--- src/rtl/mce_pkg.sv ---
package mce_pkg;

    // Register byte offsets on the bus
    localparam logic [7:0] OFF_PKT   = 8'h00;  // Eight words, command doublewords 0..3
    localparam logic [7:0] OFF_CTRL  = 8'h20;
    localparam logic [7:0] OFF_TYPE  = 8'h24;
    localparam logic [7:0] OFF_ATTR  = 8'h28;
    localparam logic [7:0] OFF_STAT  = 8'h2c;
    localparam int         PKT_WORDS = 8;

    // Field positions
    localparam int CTRL_GO       = 0;
    localparam int TYPE_SYSTEM_ERROR_SUPPORT_BIT     = 8;
    localparam int STAT_BUSY     = 0;
    localparam int STAT_ERR_LSB  = 4;
    localparam int STAT_RPTR_LSB = 16;
    localparam int ATTR_W        = 4;
    localparam logic [3:0] ATTR_RST = 4'h0;

    // Command opcodes, low byte of doubleword 0
    localparam logic [7:0] OP_MAP_DEV   = 8'h08;
    localparam logic [7:0] OP_MAP_EVT_X = 8'h0a;
    localparam logic [7:0] OP_MAP_EVT_I = 8'h0b;
    localparam logic [7:0] OP_MOVE_ALL  = 8'h0e;

    // Outcome codes shown in the status register
    localparam logic [3:0] ERR_NONE     = 4'h0;
    localparam logic [3:0] ERR_DEV_OOR  = 4'h1;
    localparam logic [3:0] ERR_SIZE_OOR = 4'h2;
    localparam logic [3:0] ERR_COL_OOR  = 4'h3;
    localparam logic [3:0] ERR_UNMAPPED = 4'h4;
    localparam logic [3:0] ERR_EVT_OOR  = 4'h5;
    localparam logic [3:0] ERR_PID_OOR  = 4'h6;
    localparam logic [3:0] ERR_UNKNOWN  = 4'h7;

    // Interrupt number constants
    localparam logic [31:0] MSG_INT_MIN = 32'h00002000;
    localparam logic [9:0]  SPURIOUS_ID = 10'h3ff;
    localparam int          TT_ALIGN    = 8;   // 256-byte aligned tables
    localparam int          TE_SHIFT    = 3;   // 8-byte translation entries

    // Bus responses
    localparam logic [1:0] RESP_OKAY   = 2'b00;
    localparam logic [1:0] RESP_SLVERR = 2'b10;

    typedef enum logic [2:0] {
        ST_IDLE  = 3'b001,
        ST_CHECK = 3'b010,
        ST_APPLY = 3'b100
    } mce_state_t;

endpackage

--- src/rtl/mce_command_executor.sv ---
// Decided for this implementation: the address map and register access over AXI4-Lite.
`timescale 1ns/1ns
module mce_command_executor #(
    parameter int DEV_NUM = 16,
    parameter int COL_NUM = 16,
    parameter logic [4:0] ID_BITS = 5'd15,
    parameter bit SYSTEM_ERROR_SUPPORT_BIT = 1'b1
) (
    // Clock and reset
    input  wire logic        ref_clk,
    input  wire logic        reset_n,
    // Register bus, write channels
    input  wire logic [7:0]  s_axi_awaddr,
    input  wire logic        s_axi_awvalid,
    output logic             s_axi_awready,
    input  wire logic [31:0] s_axi_wdata,
    input  wire logic [3:0]  s_axi_wstrb,
    input  wire logic        s_axi_wvalid,
    output logic             s_axi_wready,
    output logic [1:0]       s_axi_bresp,
    output logic             s_axi_bvalid,
    input  wire logic        s_axi_bready,
    // Register bus, read channels
    input  wire logic [7:0]  s_axi_araddr,
    input  wire logic        s_axi_arvalid,
    output logic             s_axi_arready,
    output logic [31:0]      s_axi_rdata,
    output logic [1:0]       s_axi_rresp,
    output logic             s_axi_rvalid,
    input  wire logic        s_axi_rready,
    // Translation entry writes
    output logic             teWrite,
    output logic [47:0]      teAddr,
    output logic [31:0]      teOutId,
    output logic [9:0]       teBellId,
    output logic [15:0]      teCollection,
    output logic [3:0]       teAttr,
    // Redistributor move-all and cache invalidate
    output logic             moveStb,
    output logic [31:0]      moveFrom,
    output logic [31:0]      moveTo,
    output logic             invStb,
    output logic [31:0]      invDevice,
    output logic             sysErr,
    // Incoming translation requests
    input  wire logic        reqValid,
    input  wire logic [31:0] reqDevice,
    input  wire logic [31:0] reqEvent,
    output logic             reqHit,
    output logic             reqDrop,
    output logic [47:0]      reqEntryAddr
);

    localparam int DW = $clog2(DEV_NUM);

    // Bus state
    logic        awRdy_q, wRdy_q, bValid_q, arRdy_q, rValid_q;
    logic [7:0]  awAddr_q;
    logic [31:0] wData_q, rData_q;
    logic [3:0]  wStrb_q;
    logic [1:0]  bResp_q, rResp_q;
    // Software registers
    logic [31:0] pkt_q [mce_pkg::PKT_WORDS];
    logic [3:0]  attr_q;
    // Command state
    mce_pkg::mce_state_t state_q;
    logic [31:0] cmd_q [mce_pkg::PKT_WORDS];
    logic [3:0]  err_q, errD, lastErr_q;
    logic [15:0] rptr_q;
    // Device table
    logic        dtValid_q [DEV_NUM];
    logic [39:0] dtBase_q  [DEV_NUM];
    logic [4:0]  dtSize_q  [DEV_NUM];
    // Output flops
    logic        teWrite_q, moveStb_q, invStb_q, sysErr_q, reqHit_q, reqDrop_q;
    logic [47:0] teAddr_q, reqAddr_q;
    logic [31:0] teOutId_q, moveFrom_q, moveTo_q, invDev_q;
    logic [9:0]  teBell_q;
    logic [15:0] teCol_q;
    logic [3:0]  teAttr_q;

    // Event number must fit in size+1 bits
    function automatic logic evtOor(input logic [31:0] evt, input logic [4:0] size);
        logic [5:0] nb;
        nb = {1'b0, size} + 6'd1;
        return (nb < 6'd32) && ((evt >> nb) != 32'h0);
    endfunction

    // Entry address: table base with zero low bits plus scaled event
    function automatic logic [47:0] entryAddr(input logic [39:0] base,
                                              input logic [31:0] evt);
        return {base, {mce_pkg::TT_ALIGN{1'b0}}} + ({16'h0, evt} << mce_pkg::TE_SHIFT);
    endfunction

    function automatic logic devOor(input logic [31:0] dev);
        return dev >= 32'(DEV_NUM);
    endfunction

    // Command fields, located by doubleword
    logic [7:0]  cOp;
    logic [31:0] cDev, cEvt, cPid, cRd1, cRd2;
    logic [15:0] cCol;
    logic [4:0]  cSize;
    logic        cValid, mapped, isMapEvt;
    logic [39:0] cTtAddr;
    logic [DW-1:0] cIdx;
    assign cOp     = cmd_q[0][7:0];
    assign cDev    = cmd_q[1];
    assign cEvt    = cmd_q[2];
    assign cPid    = (cOp == mce_pkg::OP_MAP_EVT_I) ? cmd_q[2] : cmd_q[3];
    assign cSize   = cmd_q[2][4:0];
    assign cCol    = cmd_q[4][15:0];
    assign cValid  = cmd_q[5][31];
    assign cTtAddr = {cmd_q[5][15:0], cmd_q[4][31:8]};
    assign cRd1    = {cmd_q[5][15:0], cmd_q[4][31:16]};
    assign cRd2    = {cmd_q[7][15:0], cmd_q[6][31:16]};
    assign cIdx    = cDev[DW-1:0];
    assign mapped  = dtValid_q[cIdx];
    assign isMapEvt = (cOp == mce_pkg::OP_MAP_EVT_I) || (cOp == mce_pkg::OP_MAP_EVT_X);

    // Bus write strobe: address and data both held, no response pending
    logic wrEn, goReq;
    assign wrEn  = !awRdy_q && !wRdy_q && !bValid_q;
    assign goReq = wrEn && (awAddr_q == mce_pkg::OFF_CTRL) && wStrb_q[0]
                   && wData_q[mce_pkg::CTRL_GO];

    function automatic logic addrHit(input logic [7:0] a);
        return (a < mce_pkg::OFF_CTRL) || (a == mce_pkg::OFF_CTRL) || (a == mce_pkg::OFF_TYPE)
            || (a == mce_pkg::OFF_ATTR) || (a == mce_pkg::OFF_STAT);
    endfunction

    // Write address and data taken in either order, released by the response
    always_ff @(posedge ref_clk or negedge reset_n) begin
        if (!reset_n) begin
            awRdy_q  <= 1'b1;
            wRdy_q   <= 1'b1;
            bValid_q <= 1'b0;
            bResp_q  <= mce_pkg::RESP_OKAY;
            awAddr_q <= 8'h00;
            wData_q  <= 32'h0;
            wStrb_q  <= 4'h0;
        end else begin
            if (awRdy_q && s_axi_awvalid) begin
                awRdy_q  <= 1'b0;
                awAddr_q <= s_axi_awaddr;
            end
            if (wRdy_q && s_axi_wvalid) begin
                wRdy_q  <= 1'b0;
                wData_q <= s_axi_wdata;
                wStrb_q <= s_axi_wstrb;
            end
            if (wrEn) begin
                bValid_q <= 1'b1;
                bResp_q  <= addrHit(awAddr_q) ? mce_pkg::RESP_OKAY : mce_pkg::RESP_SLVERR;
            end
            if (bValid_q && s_axi_bready) begin
                bValid_q <= 1'b0;
                awRdy_q  <= 1'b1;
                wRdy_q   <= 1'b1;
            end
        end
    end

    // Packet and attribute registers, byte lanes honoured
    always_ff @(posedge ref_clk or negedge reset_n) begin
        if (!reset_n) begin
            for (int i = 0; i < mce_pkg::PKT_WORDS; i++) begin
                pkt_q[i] <= 32'h0;
            end
            attr_q <= mce_pkg::ATTR_RST;
        end else if (wrEn) begin
            for (int b = 0; b < 4; b++) begin
                if (wStrb_q[b] && (awAddr_q < mce_pkg::OFF_CTRL)) begin
                    pkt_q[awAddr_q[4:2]][8*b +: 8] <= wData_q[8*b +: 8];
                end
            end
            if (awAddr_q == mce_pkg::OFF_ATTR && wStrb_q[0]) begin
                attr_q <= wData_q[mce_pkg::ATTR_W-1:0];
            end
        end
    end

    // Read channel; one read in flight
    always_ff @(posedge ref_clk or negedge reset_n) begin
        if (!reset_n) begin
            arRdy_q  <= 1'b1;
            rValid_q <= 1'b0;
            rData_q  <= 32'h0;
            rResp_q  <= mce_pkg::RESP_OKAY;
        end else if (arRdy_q && s_axi_arvalid) begin
            arRdy_q  <= 1'b0;
            rValid_q <= 1'b1;
            rResp_q  <= addrHit(s_axi_araddr) ? mce_pkg::RESP_OKAY : mce_pkg::RESP_SLVERR;
            rData_q  <= 32'h0;
            if (s_axi_araddr < mce_pkg::OFF_CTRL) begin
                rData_q <= pkt_q[s_axi_araddr[4:2]];
            end else if (s_axi_araddr == mce_pkg::OFF_TYPE) begin
                rData_q <= {23'h0, SYSTEM_ERROR_SUPPORT_BIT, 3'h0, ID_BITS};
            end else if (s_axi_araddr == mce_pkg::OFF_ATTR) begin
                rData_q <= {28'h0, attr_q};
            end else if (s_axi_araddr == mce_pkg::OFF_STAT) begin
                rData_q <= {rptr_q, 8'h0, lastErr_q, 3'h0, state_q != mce_pkg::ST_IDLE};
            end
        end else if (rValid_q && s_axi_rready) begin
            rValid_q <= 1'b0;
            arRdy_q  <= 1'b1;
        end
    end

    // Check order follows the command's own list; first failure wins
    always_comb begin
        errD = mce_pkg::ERR_NONE;
        if (cOp == mce_pkg::OP_MAP_DEV) begin
            if (devOor(cDev)) begin
                errD = mce_pkg::ERR_DEV_OOR;
            end else if (cValid && cSize > ID_BITS) begin
                errD = mce_pkg::ERR_SIZE_OOR;
            end
        end else if (isMapEvt) begin
            if (devOor(cDev)) begin
                errD = mce_pkg::ERR_DEV_OOR;
            end else if (32'(cCol) >= 32'(COL_NUM)) begin
                errD = mce_pkg::ERR_COL_OOR;
            end else if (!mapped) begin
                errD = mce_pkg::ERR_UNMAPPED;
            end else if (evtOor(cEvt, dtSize_q[cIdx])) begin
                errD = mce_pkg::ERR_EVT_OOR;
            end else if (cPid < mce_pkg::MSG_INT_MIN) begin
                errD = mce_pkg::ERR_PID_OOR;
            end
        end else if (cOp != mce_pkg::OP_MOVE_ALL) begin
            errD = mce_pkg::ERR_UNKNOWN;
        end
    end

    // Command sequencer; packets written while busy wait for the next go
    always_ff @(posedge ref_clk or negedge reset_n) begin
        if (!reset_n) begin
            state_q   <= mce_pkg::ST_IDLE;
            err_q     <= mce_pkg::ERR_NONE;
            lastErr_q <= mce_pkg::ERR_NONE;
            rptr_q    <= 16'h0;
            for (int i = 0; i < mce_pkg::PKT_WORDS; i++) begin
                cmd_q[i] <= 32'h0;
            end
        end else begin
            case (state_q)
                mce_pkg::ST_IDLE: begin
                    if (goReq) begin
                        cmd_q   <= pkt_q;
                        state_q <= mce_pkg::ST_CHECK;
                    end
                end
                mce_pkg::ST_CHECK: begin
                    err_q   <= errD;
                    state_q <= mce_pkg::ST_APPLY;
                end
                mce_pkg::ST_APPLY: begin
                    lastErr_q <= err_q;
                    rptr_q    <= rptr_q + 16'h1;
                    state_q   <= mce_pkg::ST_IDLE;
                end
                default: state_q <= mce_pkg::ST_IDLE;
            endcase
        end
    end

    // Device table update only on a clean map-device
    always_ff @(posedge ref_clk or negedge reset_n) begin
        if (!reset_n) begin
            for (int i = 0; i < DEV_NUM; i++) begin
                dtValid_q[i] <= 1'b0;
                dtBase_q[i]  <= 40'h0;
                dtSize_q[i]  <= 5'h0;
            end
        end else if (state_q == mce_pkg::ST_APPLY && err_q == mce_pkg::ERR_NONE
                     && cOp == mce_pkg::OP_MAP_DEV) begin
            dtValid_q[cIdx] <= cValid;
            if (cValid) begin
                dtBase_q[cIdx] <= cTtAddr;
                dtSize_q[cIdx] <= cSize;
            end
        end
    end

    // Command side effects, all one-cycle pulses
    always_ff @(posedge ref_clk or negedge reset_n) begin
        if (!reset_n) begin
            teWrite_q  <= 1'b0;
            teAddr_q   <= 48'h0;
            teOutId_q  <= 32'h0;
            teBell_q   <= 10'h0;
            teCol_q    <= 16'h0;
            teAttr_q   <= mce_pkg::ATTR_RST;
            moveStb_q  <= 1'b0;
            moveFrom_q <= 32'h0;
            moveTo_q   <= 32'h0;
            invStb_q   <= 1'b0;
            invDev_q   <= 32'h0;
            sysErr_q   <= 1'b0;
        end else begin
            teWrite_q <= 1'b0;
            moveStb_q <= 1'b0;
            invStb_q  <= 1'b0;
            sysErr_q  <= 1'b0;
            if (state_q == mce_pkg::ST_APPLY) begin
                if (err_q != mce_pkg::ERR_NONE) begin
                    sysErr_q <= SYSTEM_ERROR_SUPPORT_BIT && (err_q != mce_pkg::ERR_UNKNOWN);
                end else if (isMapEvt) begin
                    teWrite_q <= 1'b1;
                    teAddr_q  <= entryAddr(dtBase_q[cIdx], cEvt);
                    teOutId_q <= cPid;
                    teBell_q  <= mce_pkg::SPURIOUS_ID;
                    teCol_q   <= cCol;
                    teAttr_q  <= attr_q;
                end else if (cOp == mce_pkg::OP_MOVE_ALL) begin
                    moveStb_q  <= cRd1 != cRd2;
                    moveFrom_q <= cRd1;
                    moveTo_q   <= cRd2;
                end else if (mapped) begin
                    invStb_q <= 1'b1;
                    invDev_q <= cDev;
                end
            end
        end
    end

    // Translation requests: unmapped or out-of-range ones are dropped
    always_ff @(posedge ref_clk or negedge reset_n) begin
        if (!reset_n) begin
            reqHit_q  <= 1'b0;
            reqDrop_q <= 1'b0;
            reqAddr_q <= 48'h0;
        end else begin
            reqHit_q  <= 1'b0;
            reqDrop_q <= 1'b0;
            if (reqValid) begin
                if (devOor(reqDevice) || !dtValid_q[reqDevice[DW-1:0]]
                    || evtOor(reqEvent, dtSize_q[reqDevice[DW-1:0]])) begin
                    reqDrop_q <= 1'b1;
                end else begin
                    reqHit_q  <= 1'b1;
                    reqAddr_q <= entryAddr(dtBase_q[reqDevice[DW-1:0]], reqEvent);
                end
            end
        end
    end

    // Outputs straight from flops
    assign s_axi_awready = awRdy_q;
    assign s_axi_wready  = wRdy_q;
    assign s_axi_bvalid  = bValid_q;
    assign s_axi_bresp   = bResp_q;
    assign s_axi_arready = arRdy_q;
    assign s_axi_rvalid  = rValid_q;
    assign s_axi_rdata   = rData_q;
    assign s_axi_rresp   = rResp_q;
    assign teWrite       = teWrite_q;
    assign teAddr        = teAddr_q;
    assign teOutId       = teOutId_q;
    assign teBellId      = teBell_q;
    assign teCollection  = teCol_q;
    assign teAttr        = teAttr_q;
    assign moveStb       = moveStb_q;
    assign moveFrom      = moveFrom_q;
    assign moveTo        = moveTo_q;
    assign invStb        = invStb_q;
    assign invDevice     = invDev_q;
    assign sysErr        = sysErr_q;
    assign reqHit        = reqHit_q;
    assign reqDrop       = reqDrop_q;
    assign reqEntryAddr  = reqAddr_q;

endmodule

--- config.mk ---
export PLATFORM = sky130hd
export DESIGN_NAME = mce_command_executor
export DESIGN_NICKNAME = d
export VERILOG_FILES = /design/src/rtl/mce_pkg.sv /design/src/rtl/mce_command_executor.sv
export SDC_FILE = /design/constraint.sdc
export NUM_CORES = 2
export LEC_CHECK = 0
export BUFFER_PORTS_ARGS = -buffer_cell sky130_fd_sc_hd__buf_2
export CAP_MARGIN = 20
export CELL_PAD_IN_SITES_DETAIL_PLACEMENT = 1
export CELL_PAD_IN_SITES_GLOBAL_PLACEMENT = 2
export CORE_MARGIN = 1
export CORE_UTILIZATION = 25
export DETAILED_ROUTE_END_ITERATION = 10
export HOLD_SLACK_MARGIN = 0.05
export MAX_ROUTING_LAYER = met4
export PLACE_DENSITY_LB_ADDON = 0.1
export SETUP_SLACK_MARGIN = 0.3
export SLEW_MARGIN = 0
export SYNTH_ARGS = -nofsm -noshare
export SYNTH_HDL_FRONTEND = slang
export SYNTH_SLANG_ARGS = --single-unit
--- constraint.sdc ---
create_clock -name ref_clk -period 5.2 [get_ports ref_clk]
set_input_delay 0.26 -clock ref_clk [delete_from_list [all_inputs] [get_ports ref_clk]]
set_output_delay 0.26 -clock ref_clk [all_outputs]
set_load 0.01 [all_outputs]
# Yosys cells after proc, flatten, opt, wreduce, memory -nomap -nowiden
# Cells that the tools add are included.
[word_totals]
regBits = 1575
input_bits = 124
[classes]
n_addsub = 5
order_cmp = 15
n_eq_ne = 20
shift = 2
n_mux = 96
n_bitwise = 8
reduce_logical = 52
[ops]
columns = ["operator", "n"]
rows = [
  ["$mux 256", 7],
  ["$bwmux 256", 4],
  ["$bwmux 640", 1],
  ["$demux 32 s3", 4],
  ["$bmux 40 s4", 2],
  ["$mux 32", 8],
  ["$mux 40", 5],
  ["$demux 40 s4", 1],
  ["$add 48x35->48", 2],
  ["$bmux 32 s3", 1],
  ["$bwmux 80", 1],
  ["$eq 8x6->1 const B", 8],
  ["$ge 32x5->1 const B", 2],
  ["$reduce_bool 32->1", 2],
  ["$shr 32x6->32", 2],
  ["$bmux 5 s4", 2],
  ["$mux 1", 33],
  ["$eq 8x4->1 const B", 4],
  ["$lt 32x14->1 const B", 1],
  ["$ne 32x32->1", 1],
  ["$mux 5", 5],
  ["$mux 24", 1],
  ["$logic_and 1x1->1", 22],
  ["$mux 3", 7],
  ["38 further kinds", 72],
]

# Logic depth before layout (Yosys ltp)
[depth]
ltp_word = 16
depth_mapped = 24

# Least setup slack after synthesis
# No wires, ideal clock.
[synth_timing]
path_kind = "in2reg"
start = "in reqDevice[0]"
end = "reg reqAddr_q[38] (netlist: reqEntryAddr[38])"
t_arrival_ns = 5.866
required_ns = 5.075
slack_ns = -0.791
cell_stages = 22
cell_sequence = "buf_4 > buf_4 > buf_4 > buf_2 > buf_4 > buf_4 > buf_2 > buf_2 > buf_2 > mux4_2 > mux4_2 > ha_1 > a21o_1 > a21o_1 > a21o_1 > a2111oi_0 > a21oi_1 > o2111ai_1 > a31oi_1 > o21ai_0 > xnor2_1 > mux2_4"
[synth_via]
elab_chain_len = 11
word_cells_on_any_way = 22
classes_between = "add/sub (2); order compare (2); shift (1); mux (9); bitwise (2); reduce/logical (6)"
[synth_lines]
columns = ["element", "line", "source"]
rows = [
  ["start, declared", "mce_command_executor.sv:47", "input wire logic [31:0] reqDevice,"],
  ["$not 4->5 (not written as such)", "mce_command_executor.sv:338, mce_command_executor.sv:339, mce_command_executor.sv:343", ""],
  ["$bmux 5 s4", "mce_command_executor.sv:339", "|| evtOor(reqEvent, dtSize_q[reqDevice[DW-1:0]])) begin"],
  ["$mux 5 (not written as such) (2 in series)", "mce_command_executor.sv:339", ""],
  ["$add 5x1->6", "mce_command_executor.sv:85", "nb = {1'b0, size} + 6'd1;"],
  ["$shr 32x6->32", "mce_command_executor.sv:86", "return (nb < 6'd32) && ((evt >> nb) != 32'h0);"],
  ["$reduce_bool 32->1", "mce_command_executor.sv:86", ""],
  ["$logic_and 1x1->1", "mce_command_executor.sv:86", ""],
  ["$logic_or 1x1->1", "mce_command_executor.sv:339", ""],
  ["$not 1->1 (no line)", "n/a", ""],
  ["$reduce_and 2->1 (no line)", "n/a", ""],
  ["end signal, assigned", "mce_command_executor.sv:343", "reqAddr_q <= entryAddr(dtBase_q[reqDevice[DW-1:0]], reqEvent);"],
  ["end, declared", "mce_command_executor.sv:76", "logic [47:0] teAddr_q, reqAddr_q;"],
]
# Several ways; a longest one is shown, not always the timed one. The select of a mux whose other input is x is not followed.
# A chain may end at the register's enable or synchronous reset.

# Final worst setup path
[layout_timing]
start = "reg dtBase_q[170] (netlist bit)"
end = "reg reqAddr_q[32] (netlist: reqEntryAddr[32])"
[layout_via]
elab_chain_len = 4
[layout_lines]
columns = ["element", "line", "source"]
rows = [
  ["start, declared", "mce_command_executor.sv:72", "logic [39:0] dtBase_q [DEV_NUM];"],
  ["start signal, assigned by index", "mce_command_executor.sv:280", "dtBase_q[cIdx] <= cTtAddr;"],
  ["$bmux 40 s4", "mce_command_executor.sv:343", ""],
  ["$mux 40 (not written as such) (2 in series)", "mce_command_executor.sv:343", ""],
  ["$add 48x35->48", "mce_command_executor.sv:92", "return {base, {mce_pkg::TT_ALIGN{1'b0}}} + ({16'h0, evt} << mce_pkg::TE_SHIFT);"],
]
# Every way passes these cells. The select of a mux whose other input is x is not followed.

==> flow_summary.json <==
{
  "worstMarginPinSlew_ns": 1.08,
  "cts.sinks": 1534,
  "irDropWorstVdd_mv": 0.237,
  "crit_arrival_ns": 5.44,
  "layout_common_cells": "dfrtp_1 (1526), mux2_2 (1298), mux4_2 (508), nand2_1 (420), buf_2 (410)",
  "fin_skew_ns": 0.0645,
  "ys_warn_count": 0,
  "synthArstFlopShare": 1.00,
  "first_pass_iters": 7,
  "layout_commonest_cell": "dfrtp_1",
  "busiest_layer": "met2",
  "clk_latency_ns": 0.89,
  "grt_max_degree": 177,
  "grtUsageMet1": 0.281,
  "hold_viol_final": 0,
  "cp_top_family": "compound AO/OA/AOI/OAI gates",
  "p_leak_nw": 42.7,
  "fin_crit_sh": 0.905,
  "clock.fmax_mhz": 212,
  "io_pins": 425,
  "first_iter_violations": 2550,
  "area_delta_synth_final_pct": 19.7,
  "grtUsageTotal": 0.206,
  "synthFlopType": "dfrtp_1",
  "holdWs_ns": 0.0637,
  "clock_path_buffers": 4,
  "crit_fanout": 4,
  "design_area_sq_um": 91400,
  "vias_per_cell": 4.96,
  "cts-root-buf": "clkbuf_16",
  "avgSynthCellArea_sq_um": 14.2,
  "p_per_area_nw_per_um2": 339,
  "floorplan.initialDensity": 0.252,
  "ys_seq_area_frac": 0.503,
  "drive_above_1_share": 0.471,
  "chipHeight_um": 555,
  "synth_area_leaders": "dfrtp_1 (50%), mux2_2 (19%), mux4_2 (15%), nand2_1 (2.1%), clkbuf_1 (1.5%)",
  "netlist-cell-type-count": 81,
  "die_w_um": 555,
  "power_mw": 31.0,
  "fin_ws_ns": 0.492,
  "synth.cell_area_sq_um": 76400,
  "gp_congestion": 0.791,
  "rows": 202,
  "synthCells": 5385,
  "met3_usage": 0.0210,
  "finalCriticalPeriod_ns": 4.71,
  "slew-limit-headroom": 0.275,
  "dieArea_sq_um": 308000,
  "pre_cts_ws_ns": 0.195,
  "ant_nets": 0,
  "ys_ff_latch": 1534,
  "setup.worst_path.class": "reg2reg",
  "synth_edf_count": 0,
  "grt_overflow": 0,
  "slowest_stage": "mux4_2",
  "cts_htree_levels": 4,
  "rsz0062_at_grt": "yes",
  "report.final.setup_viol": 0,
  "met2_usage": 0.330,
  "antenna_found_initial": 25,
  "wirelength_mm": 307,
  "hold_class": "in2async",
  "slowest_delay_ns": 0.66,
  "grt_pass1_wl_mm": 441,
  "crit_chain": "mux4_2 > mux4_2 > ha_1 > a21o_1 > a21o_1 > a21o_1 > a2111oi_2 > a21oi_1 > nor2_1 > o2111ai_1 > a21oi_1 > xnor2_1 > dlygate4sd3_1 > mux2_4",
  "synth_top_area_share": 0.501,
  "final_cells": 10000,
  "wire_per_inst_um": 30.7,
  "placed_cells": 9561,
  "vias": 49700,
  "drc": 0,
  "synth_area_leader_cell": "dfrtp_1",
  "post-dp-hpwl_mm": 212,
  "start_kind": "flip-flop",
  "grt_pass1_vias": 54000,
  "core-area_sq_um": 303000,
  "nets": 6044,
  "report.final.slew_viol_count": 0,
  "crit_required_ns": 5.93,
  "cts_made_buffers": 194,
  "setup.worst_path.end_class": "flip-flop",
  "io_buffers": 416,
  "clk_pin_slew_worst_paths_ns": 0.06,
  "cpMostUsedCell": "a21o_1",
  "cp_num_buf_inv": 1,
  "outcome": "completed",
  "tns_ns": 0,
  "placed_area_sq_um": 84000,
  "cts_tree": "done",
  "fin_util": 0.302,
  "drv_cap": 0
}
[kinds of logic after synthesis]
| logic type | after synthesis | synth area share |
|---|---|---|
| flops | 1534 | 0.503 |
| fa+ha+maj | 57 | 0.00953 |
| mux | 1948 | 0.362 |
| compound gates | 447 | 0.0373 |
| xor+xnor | 116 | 0.0133 |
| buf+inv | 469 | 0.0259 |
| simple gates | 813 | 0.0489 |
| other cells | 1 | 0.0000491 |
[state kept, by name, indices dropped and copies added (netlist names), 16 cells and up]
signal / count
wData_q: 32
invDevice: 32
rptr_q: 16
cRd1: 32
moveTo: 32
dtValid_q: 16
pkt_q: 256
dtBase_q: 640
teOutId: 32
moveFrom: 32
teAddr: 45
cEvt: 32
cCol: 16
teCollection: 16
cRd2: 32
reqEntryAddr: 45
s_axi_rdata: 32
cDev: 32
dtSize_q: 80
cmd_q: 32
[cell usage after synthesis, types with 6 or more instances]
master	instances
dfrtp_1	1530
mux2_2	1298
mux4_2	508
nand2_1	429
clkbuf_1	302
o21ai_0	165
nor2_1	104
mux2i_1	102
xnor2_1	87
a21oi_1	83
ha_1	55
buf_2	53
nor3_1	52
nor4_1	47
inv_1	46
nand3_1	43
a21o_1	42
mux2_4	40
buf_1	34
xor2_1	29
a211oi_1	25
buf_4	25
nand4_1	24
and3_1	20
o211ai_1	17
a31oi_1	16
nand2b_1	13
nor3b_1	13
nor2b_1	12
or3_1	10
or4_1	10
and2_1	9
o2111ai_1	9
a22oi_1	8
buf_6	8
o21bai_1	8
nor4b_1	6
o22ai_1	6
or2_2	6
[what timing repair did]
item                                    4_1_cts  5_1_grt
setup buffers                                 0        7
hold buffers                                 77        0
hold endpoints to repair                    555        0
endpoints found under the setup margin        0       13
resized for setup                             0        5
[per-layer routing]
metal	wire length, um	vias to the layer above
met4	7070	0
met3	8870	341
met5	0	-
met1	144000	27300
met2	147000	833
li1	-	21200
[worst register-to-register path, stage by stage, from the launching register on]
cell	delay (ns)
dfrtp_1	0.39
mux4_2	0.49
mux4_2	0.66
ha_1	0.33
a21o_1	0.19
a21o_1	0.18
a21o_1	0.21
a2111oi_2	0.42
a21oi_1	0.17
nor2_1	0.25
o2111ai_1	0.18
a21oi_1	0.20
xnor2_1	0.08
dlygate4sd3_1	0.55
mux2_4	0.26
[final timing paths]
check	from	end	slack, ns	cells after the start
setup / recovery	dtBase_q[170]	reqEntryAddr[32]	0.49	14
setup reg to reg	dtBase_q[170]	reqEntryAddr[32]	0.49	14
hold / removal	reset_n	moveTo[22]	0.06	2
hold reg to reg	teAddr[8]	teAddr[8]	0.48	2
max in group asynchronous	reset_n	cDev[1]	3.56	3
min in group ref_clk	reqEvent[7]	reqEntryAddr[10]	0.13	4
[cell type report]
cell class	count	area (sq um)
multi-input cells	3389	36300
clock buffers	304	5890
fillers	32000	212000
inverters	47	178
flip-flops and latches	1534	38400
repair buffers	697	5070
well taps	3978	4980
diodes	16	40.0
clock inverters	52	627
[report_power, final]
group	total (mW)	switching [mW]	internal [mW]
Combinational	2.80	1.31	1.50
Clock	13.9	5.71	8.24
Sequential	14.3	1.29	13.0
Total	31.0	8.30	22.7
Note: power is estimated with default switching activity, not from simulation.
